`src/hdl/stp_consts.vh`:
```
// constants for the stepper translator and pwm regulator
// assumes a 100 MHz core clock and a 32-bit axi4-lite register bus
`ifndef STP_CONSTS_VH
`define STP_CONSTS_VH

// clock rate and timing figures
`define STP_CLK_MHZ        100
`define STP_BLANK_NS       1000
`define STP_BLANK_CYC      ((`STP_BLANK_NS * `STP_CLK_MHZ) / 1000)
`define STP_OFF_US         30
`define STP_OFF_CYC        (`STP_OFF_US * `STP_CLK_MHZ)
`define STP_OHM_PER_US     825
// fast part of a mixed off period, 31.25 % = 5/16
`define STP_FAST_NUM       5
`define STP_FAST_SHIFT     4

// translator
`define STP_HOME_IDX       5'h04

// off-time strap modes
`define STP_STRAP_HIGH     2'h0
`define STP_STRAP_GROUND   2'h1
`define STP_STRAP_RES      2'h2

// pwm states
`define STP_PWM_ON         2'h0
`define STP_PWM_FAST       2'h1
`define STP_PWM_SLOW       2'h2

// register byte offsets
`define STP_REG_CFG        8'h00
`define STP_REG_STATUS     8'h04
`define STP_REG_LEVEL      8'h08

// cfg fields and reset values
`define STP_CFG_STRAP_LSB  0
`define STP_CFG_OFFUS_LSB  8
`define STP_CFG_STRAP_RST  2'h0
`define STP_CFG_OFFUS_RST  8'h1e

// status fields
`define STP_ST_IDX_LSB     0
`define STP_ST_POLA_BIT    8
`define STP_ST_POLB_BIT    9
`define STP_ST_MIXA_BIT    12
`define STP_ST_MIXB_BIT    13
`define STP_ST_HOLD_BIT    16
`define STP_ST_OFF_BIT     17

// level fields
`define STP_LV_A_LSB       0
`define STP_LV_B_LSB       8

// axi responses
`define STP_RESP_OKAY      2'h0
`define STP_RESP_SLVERR    2'h2

`endif

```
`src/hdl/stp_translator_pwm.v`:
```
// stepper translator with two fixed off-time pwm current regulators
// assumes step, direction and resolution pins from a motion controller,
// digital sense comparator results per winding and an axi4-lite master
//
// Overview of operation
// RULE_01: controller holds step high and low at least 1 us each.
// RULE_02: resolution pins decode to full, half, quarter, eighth step.
// RULE_03: reset or power-on loads home levels, polarities and mixed decay.
// RULE_04: each step rising edge advances one increment of set resolution.
// RULE_05: falling new level picks mixed decay, equal or higher picks slow.
// RULE_06: resolution changes apply only at the next step rising edge.
// RULE_07: direction changes apply only at the next step rising edge.
// RULE_08: controller changes resolution only at a shared position.
// RULE_09: overheat or overcurrent returns translator to home position.
// RULE_10: mixed off period is fast for 31.25 % then slow.
// RULE_11: reset holds home, turns all fets off, ignores step pulses.
// RULE_12: on phase drives diagonal pair; trip drops source or both.
// RULE_13: one-shot timer keeps fets off for fixed off-time.
// RULE_14: strap high gives 30 us and auto mixed, full step slow.
// RULE_15: strap grounded gives 30 us and mixed always.
// RULE_16: strap resistor gives ohms/825 us and auto mixed, full slow; code takes the off time in us from the cfg offUs field.
// RULE_17: comparators blanked about 1 us after every output switch; code does not reblank when a step flips polarity.
// RULE_18: trip level is per-step percentage of peak trip current.
// RULE_19: home is the 45 degree position, direction high as reference.
// RULE_20: enable high turns fets off while translator keeps running.
// RULE_21: controller waits 1 ms after sleep release before stepping.
// RULE_22: index moves 8, 4, 2 or 1 table entries per step.
// RULE_23: step, direction, resolution and reset pins are synchronised.
`timescale 1ns/1ps
`include "stp_consts.vh"

module stp_translator_pwm #(
   parameter BLANK_CYC = `STP_BLANK_CYC,
   parameter OFF_CYC   = `STP_OFF_CYC
) (
   input  wire        clk,
   input  wire        resetn,
   input  wire        ce,
   // controller pins
   input  wire        stepIn,
   input  wire        rotationWay,
   input  wire        resolutionSelectA,
   input  wire        resolutionSelectB,
   input  wire        resetPinN,
   input  wire        sleepN,
   input  wire        outputDisable,
   // protection and sense
   input  wire        overheatFault,
   input  wire        overcurrentFault,
   input  wire        windingACurrentInput,
   input  wire        windingBCurrentInput,
   // bridge gates {hiP, loP, hiN, loN}
   output reg  [3:0]  gateA,
   output reg  [3:0]  gateB,
   output reg  [7:0]  dacA,
   output reg  [7:0]  dacB,
   output wire        polA,
   output wire        polB,
   // axi4-lite slave
   input  wire [7:0]  s_axi_awaddr,
   input  wire        s_axi_awvalid,
   output wire        s_axi_awready,
   input  wire [31:0] s_axi_wdata,
   input  wire [3:0]  s_axi_wstrb,
   input  wire        s_axi_wvalid,
   output wire        s_axi_wready,
   output reg  [1:0]  s_axi_bresp,
   output reg         s_axi_bvalid,
   input  wire        s_axi_bready,
   input  wire [7:0]  s_axi_araddr,
   input  wire        s_axi_arvalid,
   output wire        s_axi_arready,
   output reg  [31:0] s_axi_rdata,
   output reg  [1:0]  s_axi_rresp,
   output reg         s_axi_rvalid,
   input  wire        s_axi_rready
);

   // eighth-step magnitude, 0..8 entries from full to zero current
   function [7:0] pctLevel;
      input [3:0] d;
      begin
         case (d)
            4'h0:    pctLevel = 8'hff; // 100.00 %
            4'h1:    pctLevel = 8'hfa; // 98.08 %
            4'h2:    pctLevel = 8'hec; // 92.39 %
            4'h3:    pctLevel = 8'hd4; // 83.15 %
            4'h4:    pctLevel = 8'hb4; // 70.71 %
            4'h5:    pctLevel = 8'h8e; // 55.56 %
            4'h6:    pctLevel = 8'h62; // 38.27 %
            4'h7:    pctLevel = 8'h32; // 19.51 %
            default: pctLevel = 8'h00;
         endcase
      end
   endfunction

   // winding a follows sine of the index angle
   function [7:0] sinMag;
      input [4:0] k;
      reg   [3:0] d;
      begin
         d = (k[3:0] >= 4'h8) ? (k[3:0] - 4'h8) : (4'h8 - k[3:0]);
         sinMag = pctLevel(d);
      end
   endfunction

   // winding b follows cosine of the index angle
   function [7:0] cosMag;
      input [4:0] k;
      reg   [4:0] d;
      begin
         d = (k[3:0] <= 4'h8) ? {1'b0, k[3:0]} : (5'h10 - {1'b0, k[3:0]});
         cosMag = pctLevel(d[3:0]);
      end
   endfunction

   // step size in table entries, {b, a} select
   function [4:0] stepInc;
      input [1:0] ms;
      begin
         case (ms)
            2'h0:    stepInc = 5'h08; // full [RULE_02] [RULE_22]
            2'h1:    stepInc = 5'h04; // half [RULE_02] [RULE_22]
            2'h2:    stepInc = 5'h02; // quarter [RULE_02] [RULE_22]
            default: stepInc = 5'h01; // eighth [RULE_02] [RULE_22]
         endcase
      end
   endfunction

   // bridge gates for one winding from polarity and pwm state
   function [3:0] bridgeGates;
      input       pol;
      input [1:0] st;
      begin
         case (st)
            `STP_PWM_ON:   bridgeGates = pol ? 4'h9 : 4'h6;
            `STP_PWM_FAST: bridgeGates = pol ? 4'h6 : 4'h9;
            `STP_PWM_SLOW: bridgeGates = pol ? 4'h1 : 4'h4;
            default:       bridgeGates = 4'h0;
         endcase
      end
   endfunction

   // counter-width copies so no assignment drops bits silently
   localparam [15:0] BLANK16  = BLANK_CYC;
   localparam [15:0] OFF16    = OFF_CYC;
   localparam [15:0] CLK_MHZ  = `STP_CLK_MHZ;
   localparam [19:0] FAST_NUM = `STP_FAST_NUM;

   reg  [5:0]  syncA;
   reg  [5:0]  syncB;
   reg         stepPrev;
   reg  [4:0]  idx;
   reg  [1:0]  mixDecay;
   reg  [1:0]  strapMode;
   reg  [7:0]  offUs;
   reg  [1:0]  pwmState [0:1];
   reg  [15:0] pwmCnt   [0:1];
   reg  [15:0] blankCnt [0:1];
   reg         awHeld;
   reg         wHeld;
   reg  [7:0]  awAddr;
   reg  [31:0] wData;
   reg  [3:0]  wStrb;
   integer     w;

   wire        stepS    = syncB[0];
   wire        dirS     = syncB[1];
   wire [1:0]  msS      = syncB[3:2];
   wire        rstPinS  = syncB[4];
   wire        sleepS   = syncB[5];
   wire        homeHold = !rstPinS | !sleepS | overheatFault
                          | overcurrentFault;
   wire        outputsOff = homeHold | outputDisable;
   wire        stepRise = stepS & !stepPrev;
   wire [4:0]  next_idx = dirS ? (idx + stepInc(msS))
                               : (idx - stepInc(msS));
   wire [7:0]  nextA    = sinMag(next_idx);
   wire [7:0]  nextB    = cosMag(next_idx);
   wire        fullStep = (msS == 2'h0);
   wire        alwaysMix = (strapMode == `STP_STRAP_GROUND);
   wire [15:0] offCycles;
   wire [19:0] fastProd = {4'h0, offCycles} * FAST_NUM;
   wire [15:0] fastCycles = fastProd[19:4];
   wire [15:0] slowCycles = offCycles - fastCycles;
   wire [1:0]  trip = {windingBCurrentInput, windingACurrentInput};
   wire [1:0]  pol;
   wire [15:0] resProd = {8'h00, offUs} * CLK_MHZ;

   assign polA = !idx[4];                                      // [RULE_19]
   assign polB = (idx[4] == idx[3]);                           // [RULE_19]
   assign pol  = {polB, polA};

   // grounded and high straps use the fixed time, resistor uses offUs
   assign offCycles = (strapMode == `STP_STRAP_RES) ? resProd
                                                   : OFF16;    // [RULE_16]

   // two-stage synchronisers; only stage b is looked at downstream
   always @(posedge clk) begin
      if (!resetn) begin
         syncA    <= 6'h00;
         syncB    <= 6'h00;
         stepPrev <= 1'b0;
      end else if (ce) begin
         syncA    <= {sleepN, resetPinN, resolutionSelectB,
                      resolutionSelectA, rotationWay, stepIn}; // [RULE_23]
         syncB    <= syncA;                                    // [RULE_23]
         stepPrev <= syncB[0];
      end
   end

   // translator: index, dac levels and per-winding decay choice
   always @(posedge clk) begin
      if (!resetn) begin
         idx      <= `STP_HOME_IDX;                            // [RULE_03]
         dacA     <= 8'hb4;                                    // [RULE_03]
         dacB     <= 8'hb4;
         mixDecay <= 2'h3;                                     // [RULE_03]
      end else if (ce) begin
         if (homeHold) begin
            // step pulses are dropped while held at home
            idx      <= `STP_HOME_IDX;                   // [RULE_09] [RULE_11]
            dacA     <= sinMag(`STP_HOME_IDX);
            dacB     <= cosMag(`STP_HOME_IDX);
            mixDecay <= 2'h3;
         end else if (stepRise) begin
            // resolution and direction are read only here
            idx  <= next_idx;               // [RULE_04] [RULE_06] [RULE_07]
            dacA <= nextA;                                     // [RULE_18]
            dacB <= nextB;                                     // [RULE_22]
            mixDecay[0] <= alwaysMix
                          | (!fullStep & (nextA < dacA));   // [RULE_05]
            mixDecay[1] <= alwaysMix
                          | (!fullStep & (nextB < dacB));   // [RULE_14]
         end
      end
   end

   // per-winding regulator: on, fast decay, slow decay
   always @(posedge clk) begin
      if (!resetn) begin
         for (w = 0; w < 2; w = w + 1) begin
            pwmState[w] <= `STP_PWM_ON;
            pwmCnt[w]   <= 16'h0000;
            blankCnt[w] <= BLANK16;
         end
      end else if (ce) begin
         for (w = 0; w < 2; w = w + 1) begin
            if (blankCnt[w] != 16'h0000)
               blankCnt[w] <= blankCnt[w] - 16'h0001;
            if (outputsOff) begin
               pwmState[w] <= `STP_PWM_ON;                  // [RULE_20]
               pwmCnt[w]   <= 16'h0000;
               blankCnt[w] <= BLANK16;
            end else begin
               case (pwmState[w])
                  `STP_PWM_ON: begin
                     // trips are ignored until blanking runs out
                     if (blankCnt[w] == 16'h0000 && trip[w]) begin
                        pwmState[w] <= mixDecay[w] ? `STP_PWM_FAST
                                                   : `STP_PWM_SLOW;
                        pwmCnt[w]   <= offCycles;           // [RULE_13]
                        blankCnt[w] <= BLANK16;             // [RULE_17]
                     end
                  end
                  `STP_PWM_FAST: begin
                     pwmCnt[w] <= pwmCnt[w] - 16'h0001;
                     if (pwmCnt[w] <= slowCycles) begin
                        pwmState[w] <= `STP_PWM_SLOW;       // [RULE_10]
                        blankCnt[w] <= BLANK16;             // [RULE_17]
                     end
                  end
                  `STP_PWM_SLOW: begin
                     if (pwmCnt[w] <= 16'h0001) begin
                        pwmState[w] <= `STP_PWM_ON;         // [RULE_13]
                        blankCnt[w] <= BLANK16;             // [RULE_17]
                     end else begin
                        pwmCnt[w] <= pwmCnt[w] - 16'h0001;
                     end
                  end
                  default: pwmState[w] <= `STP_PWM_ON;
               endcase
            end
         end
      end
   end

   // registered gate drive; all off while held or disabled
   always @(posedge clk) begin
      if (!resetn) begin
         gateA <= 4'h0;
         gateB <= 4'h0;
      end else if (ce) begin
         if (outputsOff) begin
            gateA <= 4'h0;                                  // [RULE_11]
            gateB <= 4'h0;                                  // [RULE_20]
         end else begin
            gateA <= bridgeGates(pol[0], pwmState[0]);      // [RULE_12]
            gateB <= bridgeGates(pol[1], pwmState[1]);      // [RULE_12]
         end
      end
   end

   // readies drop while frozen so nothing is taken without a clock enable
   assign s_axi_awready = ce & !awHeld & !s_axi_bvalid;
   assign s_axi_wready  = ce & !wHeld & !s_axi_bvalid;
   assign s_axi_arready = ce & !s_axi_rvalid;

   // write path: address and data taken in either order
   always @(posedge clk) begin
      if (!resetn) begin
         awHeld       <= 1'b0;
         wHeld        <= 1'b0;
         awAddr       <= 8'h00;
         wData        <= 32'h00000000;
         wStrb        <= 4'h0;
         s_axi_bvalid <= 1'b0;
         s_axi_bresp  <= `STP_RESP_OKAY;
         strapMode    <= `STP_CFG_STRAP_RST;
         offUs        <= `STP_CFG_OFFUS_RST;
      end else if (ce) begin
         if (s_axi_awvalid && s_axi_awready) begin
            awHeld <= 1'b1;
            awAddr <= s_axi_awaddr;
         end
         if (s_axi_wvalid && s_axi_wready) begin
            wHeld <= 1'b1;
            wData <= s_axi_wdata;
            wStrb <= s_axi_wstrb;
         end
         if (awHeld && wHeld && !s_axi_bvalid) begin
            awHeld       <= 1'b0;
            wHeld        <= 1'b0;
            s_axi_bvalid <= 1'b1;
            if (awAddr == `STP_REG_CFG) begin
               s_axi_bresp <= `STP_RESP_OKAY;
               if (wStrb[0])
                  strapMode <= wData[`STP_CFG_STRAP_LSB +: 2]; // [RULE_15]
               if (wStrb[1])
                  offUs <= wData[`STP_CFG_OFFUS_LSB +: 8];
            end else begin
               // read-only and unmapped words refuse the write
               s_axi_bresp <= `STP_RESP_SLVERR;
            end
         end else if (s_axi_bvalid && s_axi_bready) begin
            s_axi_bvalid <= 1'b0;
         end
      end
   end

   // read path: one cycle from address to data
   always @(posedge clk) begin
      if (!resetn) begin
         s_axi_rvalid <= 1'b0;
         s_axi_rdata  <= 32'h00000000;
         s_axi_rresp  <= `STP_RESP_OKAY;
      end else if (ce) begin
         if (s_axi_arvalid && s_axi_arready) begin
            s_axi_rvalid <= 1'b1;
            s_axi_rresp  <= `STP_RESP_OKAY;
            s_axi_rdata  <= 32'h00000000;
            case (s_axi_araddr)
               `STP_REG_CFG: begin
                  s_axi_rdata[`STP_CFG_STRAP_LSB +: 2] <= strapMode;
                  s_axi_rdata[`STP_CFG_OFFUS_LSB +: 8] <= offUs;
               end
               `STP_REG_STATUS: begin
                  s_axi_rdata[`STP_ST_IDX_LSB +: 5]  <= idx;
                  s_axi_rdata[`STP_ST_POLA_BIT]      <= polA;
                  s_axi_rdata[`STP_ST_POLB_BIT]      <= polB;
                  s_axi_rdata[`STP_ST_MIXA_BIT]      <= mixDecay[0];
                  s_axi_rdata[`STP_ST_MIXB_BIT]      <= mixDecay[1];
                  s_axi_rdata[`STP_ST_HOLD_BIT]      <= homeHold;
                  s_axi_rdata[`STP_ST_OFF_BIT]       <= outputsOff;
               end
               `STP_REG_LEVEL: begin
                  s_axi_rdata[`STP_LV_A_LSB +: 8] <= dacA;
                  s_axi_rdata[`STP_LV_B_LSB +: 8] <= dacB;
               end
               default: s_axi_rresp <= `STP_RESP_SLVERR; // unmapped
            endcase
         end else if (s_axi_rvalid && s_axi_rready) begin
            s_axi_rvalid <= 1'b0;
         end
      end
   end

endmodule // stp_translator_pwm

```
`config.mk`:
```
export PLATFORM = sky130hd
export DESIGN_NAME = stp_translator_pwm
export DESIGN_NICKNAME = d
export VERILOG_FILES = /design/src/hdl/stp_translator_pwm.v
export VERILOG_INCLUDE_DIRS = /design/src /design/src/hdl
export SDC_FILE = /design/constraint.sdc
export NUM_CORES = 1
export LEC_CHECK = 0
export ABC_CLOCK_PERIOD_IN_PS = 7500
export BUFFER_PORTS_ARGS = -buffer_cell sky130_fd_sc_hd__buf_2
export CAP_MARGIN = 5
export CELL_PAD_IN_SITES_DETAIL_PLACEMENT = 1
export CELL_PAD_IN_SITES_GLOBAL_PLACEMENT = 2
export CORE_UTILIZATION = 33
export DETAILED_ROUTE_END_ITERATION = 10
export PLACE_DENSITY = 0.8
export SLEW_MARGIN = 10
export SYNTH_ARGS = -nofsm -noshare
export SYNTH_HDL_FRONTEND = slang
export SYNTH_SLANG_ARGS = --single-unit
```
`constraint.sdc`:
```
create_clock -name clk -period 7.5 [get_ports clk]
set_input_delay 1.5 -clock clk [delete_from_list [all_inputs] [get_ports clk]]
set_output_delay 1.5 -clock clk [all_outputs]
set_load 0.005 [all_outputs]
```
After elaboration in Yosys (flattened, before gate mapping). Memories as Yosys holds them, arrays and structs flattened. Cells that the tools add are included.

$lt $le $gt $ge: 8. $add $sub $neg: 10. Eq/ne operators: 11. Reductions and logical operators: 46. Bitwise logic cells: 42. Multiplexer cells: 154. Multipliers: 2.

Operators by type and width (number): 2-to-1 mux 16 bit (18); 2-to-1 mux 1 bit (89); subtractor 16 x 1 -> 16 bit, second input constant (4); 2-to-1 mux 8 bit (6); case mux 4 bit (3 select lines) (3); 2-to-1 mux 2 bit (17); OR 1 bit (34); <= comparator 16 x 1 -> 1 bit, second input constant (2); <= comparator 16 bit (2); zero test 16 bit (2); 2-to-1 mux 4 bit (8); nonzero test 16 bit (2); multiplier 16 x 3 -> 19 bit, second input constant (1); case mux 2 bit (3 select lines) (3); AND reduction 2 bit (9); zero test 8 bit (2); < comparator 8 bit (2); subtractor 16 x 15 -> 16 bit (1); 2-to-1 mux 15 bit (1); 2-to-1 mux 5 bit (3); multiplier 8 x 5 -> 13 bit, second input constant (1); nonzero test 2 bit (5); logical AND 1 bit (9); zero test 1 bit (9); other kinds (19) (40).

RAM bits: 68. Output and inout port bits: 67. Memory bits (read-only): 128. Word-level logic and storage cells: 299. Memories: 5. Bits in registers: 106.

Memories: (no name shown) (depth 8, width 8, rd ports 1, clocked after Yosys merged registers in 0, write ports 0, RTL line stp_translator_pwm.v:83) `case (d)`; (no name shown) (depth 8, width 8, rd ports 1, clocked after Yosys merged registers in 0, write ports 0, RTL line stp_translator_pwm.v:83); blankCnt (depth 2, width 16, rd ports 2, clocked after Yosys merged registers in 0, write ports 2, RTL line stp_translator_pwm.v:159) `reg [15:0] blankCnt [0:1];`; pwmCnt (depth 2, width 16, rd ports 2, clocked after Yosys merged registers in 0, write ports 2, RTL line stp_translator_pwm.v:158) `reg [15:0] pwmCnt [0:1];`; pwmState (depth 2, width 2, rd ports 2, clocked after Yosys merged registers in 0, write ports 2, RTL line stp_translator_pwm.v:157) `reg [1:0] pwmState [0:1];`.

Longest topological paths before layout.
Word-level depth: 14. Mapped depth: 35. Mapped depth without buffers: 34.

Worst setup path after synthesis. No wires, ideal clock.

Path kind: flip-flop to flip-flop. Start point: register offUs[2]. End point: memory blankCnt[0][0] (enable). Arrival time: 7.085 ns. Stages on the path, launching flop included: 29. Clock period less this slack: 7.457 ns. Required time: 7.128 ns. Slack: 0.043 ns. Path through: dfxtp_1 ha_1 ha_1 fa_1 ha_1 a21oi_1 nor2_1 or3_1 nand3_1 inv_1 ha_1 ha_1 or2_2 o311a_1 o21a_1 or2_2 ha_1 o41ai_1 o21ai_0 a21o_1 nand3_1 nand3_1 ha_1 a31o_2 a21oi_1 o21ai_0 maj3_1 a21oi_1 or3_1.

RTL lines: start, declared (RTL line stp_translator_pwm.v:156) `reg [7:0] offUs;`; start signal, assigned (RTL line stp_translator_pwm.v:320) `` offUs <= `STP_CFG_OFFUS_RST; ``; start signal, assigned (RTL line stp_translator_pwm.v:340) `` offUs <= wData[`STP_CFG_OFFUS_LSB +: 8]; ``; end, declared (RTL line stp_translator_pwm.v:159).

==> reports/summary.md <==
The count of different cell masters after synthesis was 74; the first-pass iteration count of the detailed router was 4. In this run, the clock network consumes 41.2% of the power. The number of clock buffers added by TritonCTS is 17.

For this design, the sink count on the clock tree is 166. Combinational cells account for 10.8% of the total power. At the end of routability-driven placement, the weighted congestion stood at 0.7956. The hold violation count in the final report was 0. The overall power after layout is 2026 uW, and the fraction of power spent switching nets is 27.21%.

Yosys mapped a number of flops with a built-in enable equal to 52. The total number of vias is 9642, and the HPWL reported at the end of detailed placement is 24090 um. The flow ran to the end, and the final reports show no timing, DRC or antenna violations. The multi-input combinational cells in the finished layout cover a total of 7273 um^2. For the pin with the worst max-slew slack, the measured transition is 0.9747 ns. The final critical path takes up 96.38% of the cycle.

In this run the number of H-tree levels came out at 4. The primary flip-flop cell chosen by synthesis mapping is dfxtp_1. The worst hold path passes through 2 cells. The logs give 0 for the DRC violation count after routing and 0.01636 ns for the worst setup skew after layout. The largest fanout on the critical path is 4, and the count of yosys warnings during synthesis is 0. The async set-reset flop share out of synthesis works out to 0%. The fraction of layout instances using a drive strength above 1 works out to 19.15%. The logs give 0 for the number of nets still failing antenna checks after routing and 0.2714 ns for the worst setup slack after layout. The length in cells of the worst reg-to-reg path is 33, and the source-to-sink clock delay at the later pin of the worst-skew pair is 0.45 ns. In this run, the number of DRC markers left after iteration 0 of detailed routing was 361.

The internal portion of the total power is 1474 uW. Number of register bits inferred by synthesis: 166. The tool flagged a number of max-cap violations equal to 0. The critical path in this run is classified as reg2reg. Sequential cells burn 48.0% of the power. Leaving out fill and tap cells, the most frequent cell in the layout is nand2_1. The top-level port count was 138; the total number of nets in the final design was 1644.

The maximum number of pins on one net before global-route repair was 99. Minimum setup slack after placement: -0.3188 ns. The first global-routing pass estimated 51630 um of wire. Once the floorplan was initialized, standard cells occupied 33.67% of the core. In this run, post-CTS hold repair placed 0 buffers. TritonCTS built the clock tree. The run gives 35130 um^2 as the die outline area. The core region is 33700 um^2. 0 antenna diodes ended up in the layout. In this run the cell area measured after placement is 12650 um^2. The tools report the via count of the first global-routing pass as 9980. The total grt overflow came out at 0.

In this run the biggest area consumer among cell types represents 20.11% of the synthesized area. The analysis attributes to net switching a power of 551.3 uW. On the critical path, the stage with the largest delay is an instance of fa_1.

The die outline width works out to 187.4 um. The root buffer cell chosen for the clock tree is clkbuf_16. After synthesis, the cell types taking the most area are dfxtp_1 (20%), ha_1 (14%), edfxtp_1 (14%). Dividing total power by cell area gives a power density of 148.6 nW/um^2. Standby leakage power: 0.005759 uW. For the highest clock rate, the log shows 0.1383 GHz. The delay of the slowest cell on the worst path was 0.56 ns. STA classifies the critical path startpoint as a flip-flop.

The run gives 67 as the number of core rows. Register area: 3852 um^2. The post-synthesis area per instance was 8.777 um^2. Measured along the y axis, the die boundary spans 187.4 um.

The total negative slack came out at 0 ns. The min-delay analysis places its worst path in the category reg2reg. For the number of antenna violations at the first check in global routing, the log shows 0.

In the layout the commonest cells are nand2_1 (123), ha_1 (112), dfxtp_1 (111), nor2_1 (106), buf_2 (97). The cell that appears most often on the critical path is ha_4. After clock tree synthesis, the clock-pin slew on the worst setup and hold paths is 0.07 ns. The cell count after synthesis came out at 1293. Routed via count divided by cell count: 5.075.

The area overhead of the layout relative to synthesis is 20.13%. Biggest area consumer among synthesized cells: dfxtp_1. The worst slew slack as a fraction of its limit is 34.83%, and the number of buffers inserted by port buffering is 97. The clock period could shrink to 7.229 ns. The logs give 0 for the number of slew-limit violations in the final report and 13630 um^2 for the cell area after layout.

For this block, the routed nets add up to 31890 um of wire. The tools report the overall routing resource usage as 18.28%. The per-cell routed wire length came out at 16.78 um.

STA classifies the critical path endpoint as a flip-flop. After filler insertion, the fill cell instance count of the layout stands at 3990. The largest voltage drop on the vdd net was 173.9 uV. The worst endpoint data arrival time was 7.40 ns; the post-layout instance count excluding filler cells was 1900. Final count of negative-setup-slack endpoints: 0. For the post-synthesis sequential area ratio, the log shows 33.87%. Buffer levels on the longest clock path: 2. The area of the mapped netlist was 11350 um^2; the number of placed instances with taps included was 1856.

The run gives 7.67 ns as the critical path required time.
## flip-flops by register name, summed over array words and instances, names as in the netlist, 6 cells and up
name / cells
pwmCnt: 32
dacB: 8
syncB: 6
wData: 10
blankCnt: 32
syncA: 6
offUs: 8
awAddr: 8
s_axi_rdata: 18
dacA: 8
## final timing paths
kind	start	end	slack (ns)
max	offUs[2]$_SDFFE_PN1P_	pwmState[1][0]$_SDFFCE_PP0P_	0.27
min	awAddr[3]$_SDFFE_PN0P_	awAddr[3]$_SDFFE_PN0P_	0.46
max reg2reg	offUs[2]$_SDFFE_PN1P_	pwmState[1][0]$_SDFFCE_PP0P_	0.27
min reg2reg	awAddr[3]$_SDFFE_PN0P_	awAddr[3]$_SDFFE_PN0P_	0.46
## layout make-up
cell class | count | area share (%)
clock inverter | 13 | 0.7159
sequential | 166 | 28.26
multi-input combinational | 995 | 53.35
tap | 448 | 4.112
inverter | 85 | 2.340
clock buffer | 19 | 3.249
timing repair buffer | 174 | 7.975
## stage by stage
| stage | hold slack [ns] | util (%) |
|---|---|---|
| after detailed placement | 0.4581 | 37.55 |
| after global placement | 0.4497 | 37.55 |
| after floorplan | 0.4379 | - |
| after CTS | 0.4672 | 39.40 |
| after global routing | 0.4797 | 40.45 |
| final | 0.4602 | 40.45 |
## critical path: cells and delay by family (launching register included)
| family | cells | cell delay [ns] |
|---|---|---|
| xor+xnor | 3 | 0.63 |
| fa+ha+maj | 8 | 2.31 |
| buf+inv | 3 | 0.33 |
| simple gates | 7 | 1.07 |
| flops | 1 | 0.38 |
| compound gates | 12 | 2.24 |
## cell usage after synthesis (all sizes together) (3+ instances only)
cell type,count
a211oi,7
a21boi,37
a21o,11
a21oi,38
a221oi,3
a22oi,15
a31oi,3
and2,16
and3,5
buf,23
clkbuf,39
dfxtp,114
edfxtp,52
fa,5
ha,129
inv,85
mux2i,30
nand2,124
nand2b,17
nand3,40
nand4,10
nor2,112
nor2b,44
nor3,34
nor3b,6
nor4,28
nor4b,4
o211ai,3
o21a,15
o21ai,39
o22ai,43
or2,10
or3,12
or4,11
xnor2,59
xor2,29
## layer usage
layer	GRT usage, %	up-vias	part of all wire [%]
li1	-	4836	-
met4	5.316	0	1.6
met5	0	-	0
met1	23.14	4633	47
met3	4.146	37	3.9
met2	30.90	136	48
## kinds of logic (layout without fill, tap and decap cells)
group | after synthesis | in the layout | share of synthesized area, %
muxes | 32 | 32 | 2.845
adders and majority gates | 135 | 135 | 15.19
DFF | 166 | 166 | 33.87
xor gates and xnor gates | 89 | 89 | 6.990
buffers and inverters | 147 | 291 | 5.480
and+or+nand+nor | 486 | 486 | 21.69
AOI/OAI and AO/OA | 237 | 237 | 13.90
other | 1 | 16 | 0.03304
## power groups by stage
| stage | combinational (uW) | sequential, uW | clock, uW |
|---|---|---|---|
| after detailed placement | 215 | 992 | 0 |
| after floorplan | 162 | 984 | 0 |
| final | 219 | 972 | 835 |
| after CTS | 220 | 972 | 855 |
| after global routing | 248 | 976 | 891 |
| after global placement | 210 | 991 | 0 |
## repair_timing
action,CTS,global route
pin swaps,8,28
resized for setup,16,43
setup endpoints to repair,54,54
buffers inserted,1,12
gates cloned,0,0
Power figures use the tool's default switching activity.
